<file path="config.mk">
export PLATFORM = sky130hd
export DESIGN_NAME = lpt_timer
export DESIGN_NICKNAME = d
export VERILOG_FILES = /design/src/hw/lpt_pkg.sv /design/src/hw/lpt_timer.sv
export SDC_FILE = /design/constraint.sdc
export NUM_CORES = 1
export LEC_CHECK = 0
export BUFFER_PORTS_ARGS = -buffer_cell sky130_fd_sc_hd__buf_2
export CAP_MARGIN = 20
export CORE_MARGIN = 2
export CORE_UTILIZATION = 35
export DETAILED_ROUTE_END_ITERATION = 7
export GPL_ROUTABILITY_DRIVEN = 0
export HOLD_SLACK_MARGIN = 0.03
export PLACE_DENSITY = 0.56
export SYNTH_ARGS = -nofsm -noshare
export SYNTH_HDL_FRONTEND = slang
export SYNTH_SLANG_ARGS = --single-unit
export TNS_END_PERCENT = 1
</file>
<file path="constraint.sdc">
create_clock -name clock -period 3.75 [get_ports clock]
set_clock_uncertainty 0.15 [all_clocks]
set_input_delay 0.375 -clock clock [delete_from_list [all_inputs] [get_ports clock]]
set_output_delay 0.375 -clock clock [all_outputs]
set_load 0.02 [all_outputs]
</file>
<file path="src/hw/lpt_pkg.sv">
package lpt_pkg;
  // ---------------------------------------------------------------
  // Register map (byte addresses)
  // ---------------------------------------------------------------
  localparam logic [11:0] CONTROL_STATUS_OFS = 12'h000;
  localparam logic [11:0] DIVIDER_CONFIG_OFS = 12'h004;
  localparam logic [11:0] COMPARE_VALUE_OFS = 12'h008;
  localparam logic [11:0] COUNT_VALUE_OFS = 12'h00C;

  // ---------------------------------------------------------------
  // Control/status fields
  // ---------------------------------------------------------------
  localparam int CS_ENABLE = 0;
  localparam int CS_PULSE_MODE = 1;
  localparam int CS_FREE_RUN = 2;
  localparam int CS_ACTIVE_LOW = 3;
  localparam int CS_INPUT_SEL_LO = 4;
  localparam int CS_IRQ_ENABLE = 6;
  localparam int CS_FLAG = 7;

  // ---------------------------------------------------------------
  // Divider config fields
  // ---------------------------------------------------------------
  localparam int DC_SOURCE_LO = 0;
  localparam int DC_BYPASS = 2;
  localparam int DC_DIVIDE_LO = 3;

  // ---------------------------------------------------------------
  // Widths and reset values
  // ---------------------------------------------------------------
  localparam int COUNT_WIDTH = 16;
  localparam int NUM_SOURCES = 4;
  localparam logic [15:0] COUNT_RESET = 16'h0000;
  localparam logic [15:0] COMPARE_RESET = 16'h0000;
  localparam logic [3:0] DIVIDE_RESET = 4'h0;
  localparam logic [1:0] SOURCE_RESET = 2'h0;
endpackage

</file>
<file path="src/hw/lpt_timer.sv">
// The implementer's own choice: the APB slave port.
`timescale 1ns/1ps
// Summary of operation
// - Source select codes 00..11 route clock input 0..3 to prescaler/filter.
// - Compare and count are 16 bits; bits 31..16 read zero.
// - Count equal to compare then incrementing sets flag and trigger.
// - Compare zero without free running keeps trigger high until disabled.
// - Compare event sets flag, interrupts if enabled, triggers, clears count unless free.
// - Nonzero compare or free running drops trigger at next increment.
// - Only power-on or low-voltage reset resets the timer.
// - Time mode with prescaler counts once per 2^1..2^16 source edges.
// - Bypassed time mode counts every source edge; the first edge after enable counts with no added delay.
// - Filter output starts asserted when the timer is first enabled.
// - Filter output changes after 2^n consecutive edges at new level.
// - Filtered pulse mode counts each filter assertion, rate limited.
// - Bypassed pulse mode counts input assertions; input forced asserted before enable.
// - Count clears when disabled and wraps to zero on overflow.
// - Debug halt stops time mode counting but not pulse mode.
// - Writing count register snapshots live count; reads return snapshot.
// - Interrupt is flag and enable; flag clears on disable or write one.
// - Interrupt output is combinational, needing no clock to reach wakeup logic.
// - Divide setting n gives division 2^(n+1) and filter width 2^n.
// - Bypass set clocks counter from source edges (time) or input assertions (pulse) directly, else from prescaler/filter.
module lpt_timer
  import lpt_pkg::*;
(
  input wire logic clock,
  input wire logic reset,
  input wire logic psel,
  input wire logic penable,
  input wire logic pwrite,
  input wire logic [11:0] paddr,
  input wire logic [31:0] pwdata,
  output logic [31:0] prdata,
  output logic pready,
  output logic pslverr,
  input wire logic [NUM_SOURCES-1:0] clock_source,
  input wire logic [NUM_SOURCES-1:0] pulse_pin,
  input wire logic debug_halt,
  output logic compare_irq,
  output logic hw_trigger
);

  // ---------------------------------------------------------------
  // Register state
  // ---------------------------------------------------------------
  logic timer_enable, pulse_mode, free_running_count, active_low;
  logic [1:0] input_select;
  logic compare_irq_enable, compare_flag;
  logic [1:0] clock_source_select;
  logic filter_bypass;
  logic [3:0] divide_setting;
  logic [COUNT_WIDTH-1:0] compare_value, count, count_snapshot;

  // ---------------------------------------------------------------
  // Bus decode
  // ---------------------------------------------------------------
  logic setup_phase;
  logic wr_access, wr_control, wr_count;
  logic mapped;

  assign setup_phase = psel && !penable;
  assign wr_access = psel && penable && pwrite;
  assign wr_control = wr_access && (paddr == CONTROL_STATUS_OFS);
  assign wr_count = wr_access && (paddr == COUNT_VALUE_OFS);
  assign mapped = (paddr == CONTROL_STATUS_OFS) || (paddr == DIVIDER_CONFIG_OFS) ||
                  (paddr == COMPARE_VALUE_OFS) || (paddr == COUNT_VALUE_OFS);
  // Every access completes with no wait states.
  assign pready = 1'b1;

  // ---------------------------------------------------------------
  // Pin synchronisers
  // ---------------------------------------------------------------
  logic [NUM_SOURCES-1:0] src_meta, src_sync;
  logic [NUM_SOURCES-1:0] pin_meta, pin_sync;

  // Each source and pin passes two flops before any logic reads it.
  genvar gi;
  generate
    for (gi = 0; gi < NUM_SOURCES; gi++) begin : g_sync
      always_ff @(posedge clock) begin
        if (reset) begin
          src_meta[gi] <= 1'b0;
          src_sync[gi] <= 1'b0;
          pin_meta[gi] <= 1'b0;
          pin_sync[gi] <= 1'b0;
        end else begin
          src_meta[gi] <= clock_source[gi];
          src_sync[gi] <= src_meta[gi];
          pin_meta[gi] <= pulse_pin[gi];
          pin_sync[gi] <= pin_meta[gi];
        end
      end
    end
  endgenerate

  // ---------------------------------------------------------------
  // Source selection and edge detection
  // ---------------------------------------------------------------
  logic src_level, src_prev, src_edge, input_active;

  assign src_level = src_sync[clock_source_select];
  assign src_edge = src_level && !src_prev;
  // Polarity folded in so all pulse logic sees an active-high input.
  assign input_active = pin_sync[input_select] ^ active_low;

  // The previous sample tracks the source even while disabled, so it adds no enable latency after sync.
  always_ff @(posedge clock) begin
    if (reset) begin
      src_prev <= 1'b0;
    end else begin
      src_prev <= src_level;
    end
  end

  // ---------------------------------------------------------------
  // Prescaler and glitch filter share one counter
  // ---------------------------------------------------------------
  logic [15:0] div_count, div_terminal, filter_width;
  logic filter_out, input_prev;
  logic divide_setting_tick, filter_tick, bypass_pulse_tick;

  // Division 2^(n+1) ends at 2^(n+1)-1; the filter needs 2^n samples.
  // A five-bit shift amount keeps setting 15 from wrapping to a shift of zero.
  assign div_terminal = 16'((17'h0_0001 << (5'(divide_setting) + 5'h01)) - 17'h0_0001);
  assign filter_width = 16'(17'h0_0001 << divide_setting);
  assign divide_setting_tick = src_edge && (div_count == div_terminal);
  assign filter_tick = src_edge && !filter_out && input_active &&
                       (div_count == 16'(filter_width - 16'h0001));
  assign bypass_pulse_tick = input_active && !input_prev;

  // In time mode the counter divides source edges; in pulse mode it counts
  // consecutive edges where the input differs from the filter output.
  always_ff @(posedge clock) begin
    if (reset || !timer_enable) begin
      div_count <= 16'h0000;
    end else if (src_edge) begin
      if (!pulse_mode) begin
        div_count <= divide_setting_tick ? 16'h0000 : div_count + 16'h0001;
      end else if (input_active == filter_out) begin
        div_count <= 16'h0000;
      end else if (div_count == 16'(filter_width - 16'h0001)) begin
        div_count <= 16'h0000;
      end else begin
        div_count <= div_count + 16'h0001;
      end
    end
  end

  // Filter output is held asserted while disabled, so a pin already active
  // at enable is not counted.
  always_ff @(posedge clock) begin
    if (reset || !timer_enable) begin
      filter_out <= 1'b1;
    end else if (src_edge && pulse_mode && input_active != filter_out &&
                 div_count == 16'(filter_width - 16'h0001)) begin
      filter_out <= input_active;
    end
  end

  // Raw input history, forced asserted before enable.
  always_ff @(posedge clock) begin
    if (reset || !timer_enable) begin
      input_prev <= 1'b1;
    end else begin
      input_prev <= input_active;
    end
  end

  // ---------------------------------------------------------------
  // Increment selection
  // ---------------------------------------------------------------
  logic count_tick, match, compare_event;

  // Time mode freezes under debug halt; pulse mode keeps running.
  always_comb begin
    count_tick = 1'b0;
    if (timer_enable) begin
      if (!pulse_mode) begin
        count_tick = !debug_halt && (filter_bypass ? src_edge : divide_setting_tick);
      end else begin
        count_tick = filter_bypass ? bypass_pulse_tick : filter_tick;
      end
    end
  end

  assign match = (count == compare_value);
  assign compare_event = count_tick && match;

  // ---------------------------------------------------------------
  // Counter
  // ---------------------------------------------------------------
  // Overflow wraps naturally through the 16-bit add.
  always_ff @(posedge clock) begin
    if (reset || !timer_enable) begin
      count <= COUNT_RESET;
    end else if (compare_event && !free_running_count) begin
      count <= COUNT_RESET;
    end else if (count_tick) begin
      count <= count + 16'h0001;
    end
  end

  // Snapshot for software; a read before any write returns the reset value, zero.
  always_ff @(posedge clock) begin
    if (reset) begin
      count_snapshot <= COUNT_RESET;
    end else if (wr_count) begin
      count_snapshot <= count;
    end
  end

  // ---------------------------------------------------------------
  // Compare flag and hardware trigger
  // ---------------------------------------------------------------
  // Setting wins over a write-one clear in the same cycle.
  always_ff @(posedge clock) begin
    if (reset || !timer_enable) begin
      compare_flag <= 1'b0;
    end else if (compare_event) begin
      compare_flag <= 1'b1;
    end else if (wr_control && pwdata[CS_FLAG]) begin
      compare_flag <= 1'b0;
    end
  end

  // A zero compare without free running latches the trigger until the timer is disabled.
  always_ff @(posedge clock) begin
    if (reset || !timer_enable) begin
      hw_trigger <= 1'b0;
    end else if (compare_event) begin
      hw_trigger <= 1'b1;
    end else if (count_tick && (compare_value != 16'h0000 || free_running_count)) begin
      hw_trigger <= 1'b0;
    end
  end

  // Kept combinational so it reaches wakeup logic with no clock running.
  assign compare_irq = compare_flag && compare_irq_enable;

  // ---------------------------------------------------------------
  // Register writes
  // ---------------------------------------------------------------
  // The enable bit and interrupt enable may change at any time.
  always_ff @(posedge clock) begin
    if (reset) begin
      timer_enable <= 1'b0;
      pulse_mode <= 1'b0;
      free_running_count <= 1'b0;
      active_low <= 1'b0;
      input_select <= 2'h0;
      compare_irq_enable <= 1'b0;
    end else if (wr_control) begin
      timer_enable <= pwdata[CS_ENABLE];
      pulse_mode <= pwdata[CS_PULSE_MODE];
      free_running_count <= pwdata[CS_FREE_RUN];
      active_low <= pwdata[CS_ACTIVE_LOW];
      input_select <= pwdata[CS_INPUT_SEL_LO +: 2];
      compare_irq_enable <= pwdata[CS_IRQ_ENABLE];
    end
  end

  // Divider setup is software's to hold steady while running.
  always_ff @(posedge clock) begin
    if (reset) begin
      clock_source_select <= SOURCE_RESET;
      filter_bypass <= 1'b0;
      divide_setting <= DIVIDE_RESET;
    end else if (wr_access && paddr == DIVIDER_CONFIG_OFS) begin
      clock_source_select <= pwdata[DC_SOURCE_LO +: 2];
      filter_bypass <= pwdata[DC_BYPASS];
      divide_setting <= pwdata[DC_DIVIDE_LO +: 4];
    end
  end

  // Compare is writable any time; a safe update relies on software.
  always_ff @(posedge clock) begin
    if (reset) begin
      compare_value <= COMPARE_RESET;
    end else if (wr_access && paddr == COMPARE_VALUE_OFS) begin
      compare_value <= pwdata[COUNT_WIDTH-1:0];
    end
  end

  // ---------------------------------------------------------------
  // Read data, captured in the setup cycle
  // ---------------------------------------------------------------
  logic [31:0] next_prdata;

  always_comb begin
    next_prdata = 32'h0000_0000;
    case (paddr)
      CONTROL_STATUS_OFS: begin
        next_prdata[CS_ENABLE] = timer_enable;
        next_prdata[CS_PULSE_MODE] = pulse_mode;
        next_prdata[CS_FREE_RUN] = free_running_count;
        next_prdata[CS_ACTIVE_LOW] = active_low;
        next_prdata[CS_INPUT_SEL_LO +: 2] = input_select;
        next_prdata[CS_IRQ_ENABLE] = compare_irq_enable;
        next_prdata[CS_FLAG] = compare_flag;
      end
      DIVIDER_CONFIG_OFS: begin
        next_prdata[DC_SOURCE_LO +: 2] = clock_source_select;
        next_prdata[DC_BYPASS] = filter_bypass;
        next_prdata[DC_DIVIDE_LO +: 4] = divide_setting;
      end
      COMPARE_VALUE_OFS: next_prdata[COUNT_WIDTH-1:0] = compare_value;
      COUNT_VALUE_OFS: next_prdata[COUNT_WIDTH-1:0] = count_snapshot;
      default: next_prdata = 32'h0000_0000;
    endcase
  end

  // Data and error are registered so they stand through the access phase.
  always_ff @(posedge clock) begin
    if (reset) begin
      prdata <= 32'h0000_0000;
      pslverr <= 1'b0;
    end else if (setup_phase) begin
      prdata <= pwrite ? 32'h0000_0000 : next_prdata;
      pslverr <= !mapped;
    end
  end
endmodule // lpt_timer

</file>
==> impl_metrics.csv, run 1 <==
group,metric,value,unit
cells_and_area,syn_to_final_growth,20.4,%
yosys,synthFlopType,"dfxtp_1",
floorplanning,fp.dieH,143,um
timing,rsz0062_at_grt,"yes",
cts,cts_max_level,4,
floorplanning,rows,50,
route,drt_iter0_drc,520,
setup_path,cp.required,3.94,ns
route,drt_pass1_iterations,5,
min_path,min-delay-start,"pwdata[8]",
setup_path,crit_fanout,10,
cts,clk_path_buf_depth,2,
setup_path,critPathKind,"reg2reg",
yosys,synth_edf_count,0,
pwr,ir_drop,0.380,mV
timing,finalHoldViolations,0,
place,port_buffers,60,
pwr,finalPower,2.95,mW
floorplanning,core_area,18800,um2
setup_path,rrSetupSlack,0.16,ns
cells_and_area,nets,909,
place,dp_cells,1051,
cts,clock_latency,0.42,ns
cells_and_area,drive_above_1_share,22.1,%
yosys,ys_seq_area_share,34.5,%
cts,cts_tree,"done",
yosys,synth_common_cells,"dfxtp_1 (116), nor2_1 (96), mux2i_1 (51), nand2_1 (43), xor2_1 (37)",
floorplanning,die_w,143,um
status,status,"completed",
timing,whs,0.0408,ns
yosys,synth_area,6730,um2
cells_and_area,antenna_cells,0,
min_path,min_path_type,"in2reg",
setup_path,end_kind,"flip-flop",
cells_and_area,fin_area,8110,um2
yosys,synth.most_common_cell,"dfxtp_1",
yosys,syn-instance-count,770,
min_path,hold-path-endpoint,"compare_value[8]",
timing,period_minus_slack,3.59,ns
yosys,synth_seq_cells,116,
timing,finalMaxSlewViolations,0,
setup_path,r2r-start,"divide_setting[1]",
route,wire_per_inst,16.6,um
cells_and_area,nFillCells,1885,
timing,relSlewSlack,52.4,%
floorplanning,io_pins,94,
global_routing,grt_pass1_wl,29400,um
setup_path,start_kind,"flip-flop",
yosys,yosysTopAreaCell,"dfxtp_1",
cts,cts_made_buffers,17,
place,dpl_cell_area,7390,um2
timing,min_period_over_period,95.8,%
min_path,holdPathStages,3,
floorplanning,start_util,35.9,%
timing,setup_ws,0.157,ns
cts,clk_pin_slew,0.06,ns
yosys,synth_top_area_share,34.5,%
route,routed_wl,18100,um
global_routing,gr-total-overflow,0,
global_routing,grt_max_degree,48,
floorplanning,dieArea,20400,um2
cells_and_area,fin_cells,1091,
setup_path,r2r_cells,14,
place,pre_cts_slack,0.0735,ns
cts,clock_sinks,116,
route,viasPerCell,5.28,
place,hpwl,13000,um
yosys,synth.distinct_cells,81,
global_routing,first_global_vias,5455,
yosys,async_reset_ff_share,0,%
timing,setup_violations,0,
timing,fmax,278,MHz
global_routing,grt.total_usage,18.4,%
timing,tightest_slew,0.714,ns
yosys,synth_area_leaders,"dfxtp_1 (35%), mux2i_1 (7.6%), nor2_1 (5.4%)",
pwr,cellPowerDensity,364,nW/um2
cts,cts-root-buf,"clkbuf_16",
route,ant_nets,0,
route,drc,0,
yosys,ys_warn_count,0,
route,vias,5760,
pwr,p_leak,3.36,nW
flow_run,drv_cap,0,
yosys,avgSynthCellArea,8.74,um2
setup_path,r2r_end,"count[9]",
global_routing,antenna_found_initial,0,
setup_path,crit_arrival,3.78,ns
-- area by class of cell --
cell class / count / area, um2 / share of cell area (%)
multi-input combinational: 583 / 4110 / 50.7
sequential: 116 / 2330 / 28.7
tap: 234 / 293 / 3.61
inverter: 13 / 51.3 / 0.633
timing repair buffer: 114 / 736 / 9.08
clock buffer: 18 / 439 / 5.42
clock inverter: 13 / 151 / 1.87
-- registers in the layout, summed over array words and instances (netlist names), 4 cells and up --
| register | count |
|---|---|
| pin_meta | 4 |
| count | 16 |
| prdata | 16 |
| compare_value | 16 |
| src_meta | 4 |
| src_sync | 4 |
| count_snapshot | 16 |
| div_count | 16 |
| divide_setting | 4 |
| pin_sync | 4 |
-- layout by cell type, fill, tap and decap left out, types with 10 or more instances in the layout --
| cell type | Yosys | final |
|---|---|---|
| dfxtp_1 | 116 | 113 |
| a22oi_1 | 16 | 16 |
| inv_1 | 13 | 12 |
| nand2b_1 | 13 | 13 |
| nand3_1 | 19 | 19 |
| or3_1 | 13 | 12 |
| nor3_1 | 10 | 10 |
| nor4_1 | 11 | 11 |
| buf_2 | 14 | 60 |
| mux2i_1 | 51 | 51 |
| xnor2_1 | 17 | 17 |
| clkbuf_16 | 0 | 17 |
| nor2_1 | 96 | 95 |
| a21oi_1 | 30 | 29 |
| nor2b_1 | 24 | 24 |
| conb_1 | 2 | 17 |
| xor2_1 | 37 | 37 |
| buf_4 | 22 | 46 |
| nand4_1 | 16 | 16 |
| nand2_1 | 43 | 41 |
-- per-layer routing --
layer  track usage (%)  routed length [um]  up-vias
li1                  -                   -     2882
met1              25.4                8560     2734
met2              29.0                8640      132
met3              4.43                 741       12
met4              4.27                 185        0
met5                 0                   0        -
-- repair_timing --
| item | CTS | global route |
|---|---|---|
| buffers inserted | 0 | 2 |
| resized for setup | 0 | 9 |
| endpoints found under the hold margin | 7 | 0 |
| hold buffers | 7 | 0 |
| setup endpoints to repair | 0 | 18 |
-- worst max-delay path, stage by stage, from the launching register on --
cell	delay, ns
dfxtp_2	0.35
buf_4	0.16
nor2_1	0.19
nand2_1	0.08
ha_1	0.21
nor2b_1	0.14
or3_1	0.36
and3_1	0.20
o41ai_2	0.31
buf_4	0.17
nand4b_1	0.15
o21ai_4	0.25
o31ai_4	0.15
or4_1	0.50
a21oi_1	0.15
-- power by group --
| group | internal (mW) | leakage, nW | switching, mW |
|---|---|---|---|
| logic | 0.0352 | 2.15 | 0.0582 |
| registers | 1.24 | 0.939 | 0.00196 |
| clock network | 1.00 | 0.276 | 0.613 |
-- logic make-up (layout without fill, tap and decap cells) --
family,after synthesis,after routing,share of synthesized area [%]
adders and majority gates,7,7,1.26
other,2,17,0.112
buffers and inverters,86,158,6.86
AOI/OAI and AO/OA,133,133,14.2
DFF,116,116,34.5
and+or+nand+nor,303,303,24.0
muxes,69,69,12.1
xor gates and xnor gates,54,54,7.03
-- through the flow --
step / util [%] / setup TNS [ns]
3_3_place_gp: 39.4 / 0
4_1_cts: 42.9 / 0
3_5_place_dp: 39.4 / 0
2_1_floorplan: - / -0.0316
5_1_grt: 43.2 / -0.118
6_report: 43.2 / 0
-- worst max path at each step --
stage	cells after the start	start	slack, ns	end
floorplan	20	divide_setting[1]	-0.005	count[0]
detailed placement	14	divide_setting[1]	0.07	count[9]
global route	17	divide_setting[0]	-0.04	count[5]
global placement	14	divide_setting[1]	0.04	count[13]
CTS	14	divide_setting[1]	0.02	count[12]
finish	14	divide_setting[1]	0.16	count[9]
Note: power is estimated with default switching activity, not from simulation.
==> inputs of run 2 (changes only) <==
- PLACE_DENSITY: 0.56 -> 0.54
- clock period: 3.75 -> 3.7 ns (I/O delays scaled with it)
==> run 2 against run 1 <==
Net effect:
- sequential power about the same
- count of clock-buffer cells in the layout decreased by 1
- via count increased by 0.24%
- worst setup slack got worse by 0.070 ns
==> impl_metrics.csv, run 2 (synthesis gave the netlist of run 1 again) <==
group,metric,value,unit
status,status,"completed",
cts,postCtsSetupRepairBufs,0,
global_routing,gr-total-overflow,0,
route,viasPerCell,5.27,
route,drt_pass1_iterations,5,
cts,clk_pin_slew,0.06,ns
global_routing,first_global_vias,5278,
cells_and_area,syn_to_final_growth,21.3,%
global_routing,grt.total_usage,18.2,%
timing,rsz0062_at_grt,"yes",
pwr,cellPowerDensity,370,nW/um2
floorplanning,die_w,143,um
cts,cts_max_level,4,
route,drc,0,
timing,whs,0.0304,ns
setup_path,start_kind,"flip-flop",
pwr,finalPower,3.02,mW
place,port_buffers,60,
cells_and_area,final_common_cell,"dfxtp_1",
place,dpl_cell_area,7410,um2
route,ant_nets,0,
route,vias,5774,
cells_and_area,fin_area,8170,um2
route,routed_wl,18200,um
place,hpwl,13100,um
min_path,holdPathStages,2,
cts,cts-root-buf,"clkbuf_16",
setup_path,end_kind,"flip-flop",
min_path,min_path_type,"in2reg",
flow_run,drv_cap,0,
floorplanning,fp.dieH,143,um
cells_and_area,drive_above_1_share,22.0,%
pwr,p_leak,3.39,nW
floorplanning,io_pins,94,
global_routing,grt_max_degree,81,
setup_path,crit_fanout,12,
cts,cts_tree,"done",
cells_and_area,nets,912,
timing,finalHoldViolations,0,
floorplanning,dieArea,20400,um2
pwr,ir_drop,0.283,mV
timing,tightest_slew,0.813,ns
setup_path,crit_arrival,3.82,ns
global_routing,antenna_found_initial,0,
setup_path,r2r_cells,16,
timing,min_period_over_period,97.6,%
floorplanning,core_area,18800,um2
route,wire_per_inst,16.6,um
timing,finalMaxSlewViolations,0,
timing,fmax,277,MHz
global_routing,grt_pass1_wl,28900,um
cells_and_area,layout.cells.most_common_list,"dfxtp_1 (113), nor2_1 (94), buf_2 (60), mux2i_1 (51)",
floorplanning,rows,50,
cts,clk_path_buf_depth,2,
timing,setup_violations,0,
setup_path,critPathKind,"reg2reg",
timing,finalSetupTns,0,ns
cts,clock_latency,0.42,ns
timing,period_minus_slack,3.61,ns
cts,cts_made_buffers,17,
cells_and_area,antenna_cells,0,
route,drt_iter0_drc,417,
floorplanning,start_util,35.9,%
timing,relSlewSlack,45.8,%
setup_path,cp.required,3.91,ns
cts,clock_sinks,116,
## run 2: cell count changes in the layout (fill, tap and decap cells not counted), sizes merged
cell,change
clkinvlp,-2
inv,+3
dlygate4sd3,+4
clkinv,+1
buf,-1
clkbuf,-1
## run 2: metrics by stage
| stage | std cells | setup WS, ns | util, % |
|---|---|---|---|
| final | 1095 | 0.0871 | 43.5 |
| after global routing | 1095 | -0.0502 | 43.5 |
| after CTS | 1095 | 0.0326 | 43.3 |
| after detailed placement | 1052 | 0.0692 | 39.5 |
| after global placement | 1052 | 0.0778 | 39.5 |
| after floorplan | 785 | -0.0471 | - |
## run 2: worst paths after layout
kind,from,to,slack [ns]
worst max-delay path,divide_setting[0],count[14],0.09
worst min-delay path,pulse_pin[1],pin_meta[1],0.03
worst max register to register,divide_setting[0],count[14],0.09
worst min register to register,pin_meta[0],pin_sync[0],0.28
## run 2: power breakdown
part | internal [mW] | switching (mW)
Combinational | 0.0384 | 0.0600
Sequential | 1.26 | 0.00216
Clock | 1.01 | 0.654
Total | 2.31 | 0.716
## run 2: area by class of cell
type	count	area, um2
Tap cell	234	293
Clock buffer	17	425
Inverter	13	51.3
Fill cell	1847	10600
Sequential cell	116	2330
Timing Repair Buffer	117	792
Multi-Input combinational cell	583	4110
Clock inverter	15	171
## run 2: critical path, stage by stage (launching register included)
cell and delay (ns):
dfxtp_2 0.35, nand2_8 0.07, inv_4 0.04, ha_4 0.26
nor2b_4 0.19, nand2_2 0.10, ha_4 0.28, xor2_1 0.14
o31ai_1 0.10, a311oi_1 0.26, nand4_1 0.15, a2111oi_2 0.24
buf_4 0.20, and4_4 0.26, nor3_4 0.10, or4_4 0.53
a21oi_2 0.12
## run 2: repair_timing
action	CTS	global route
gates resized for setup	0	12
setup endpoints to repair	0	18
hold endpoints to repair	11	0
hold buffers	11	0
## run 2: routing by layer
layer | part of all wire [%] | GRT usage, % | vias up
li1 | - | - | 2886
met1 | 48 | 24.8 | 2751
met2 | 48 | 28.8 | 115
met3 | 3.1 | 3.32 | 22
met4 | 1.7 | 6.57 | 0
met5 | 0 | 0 | -
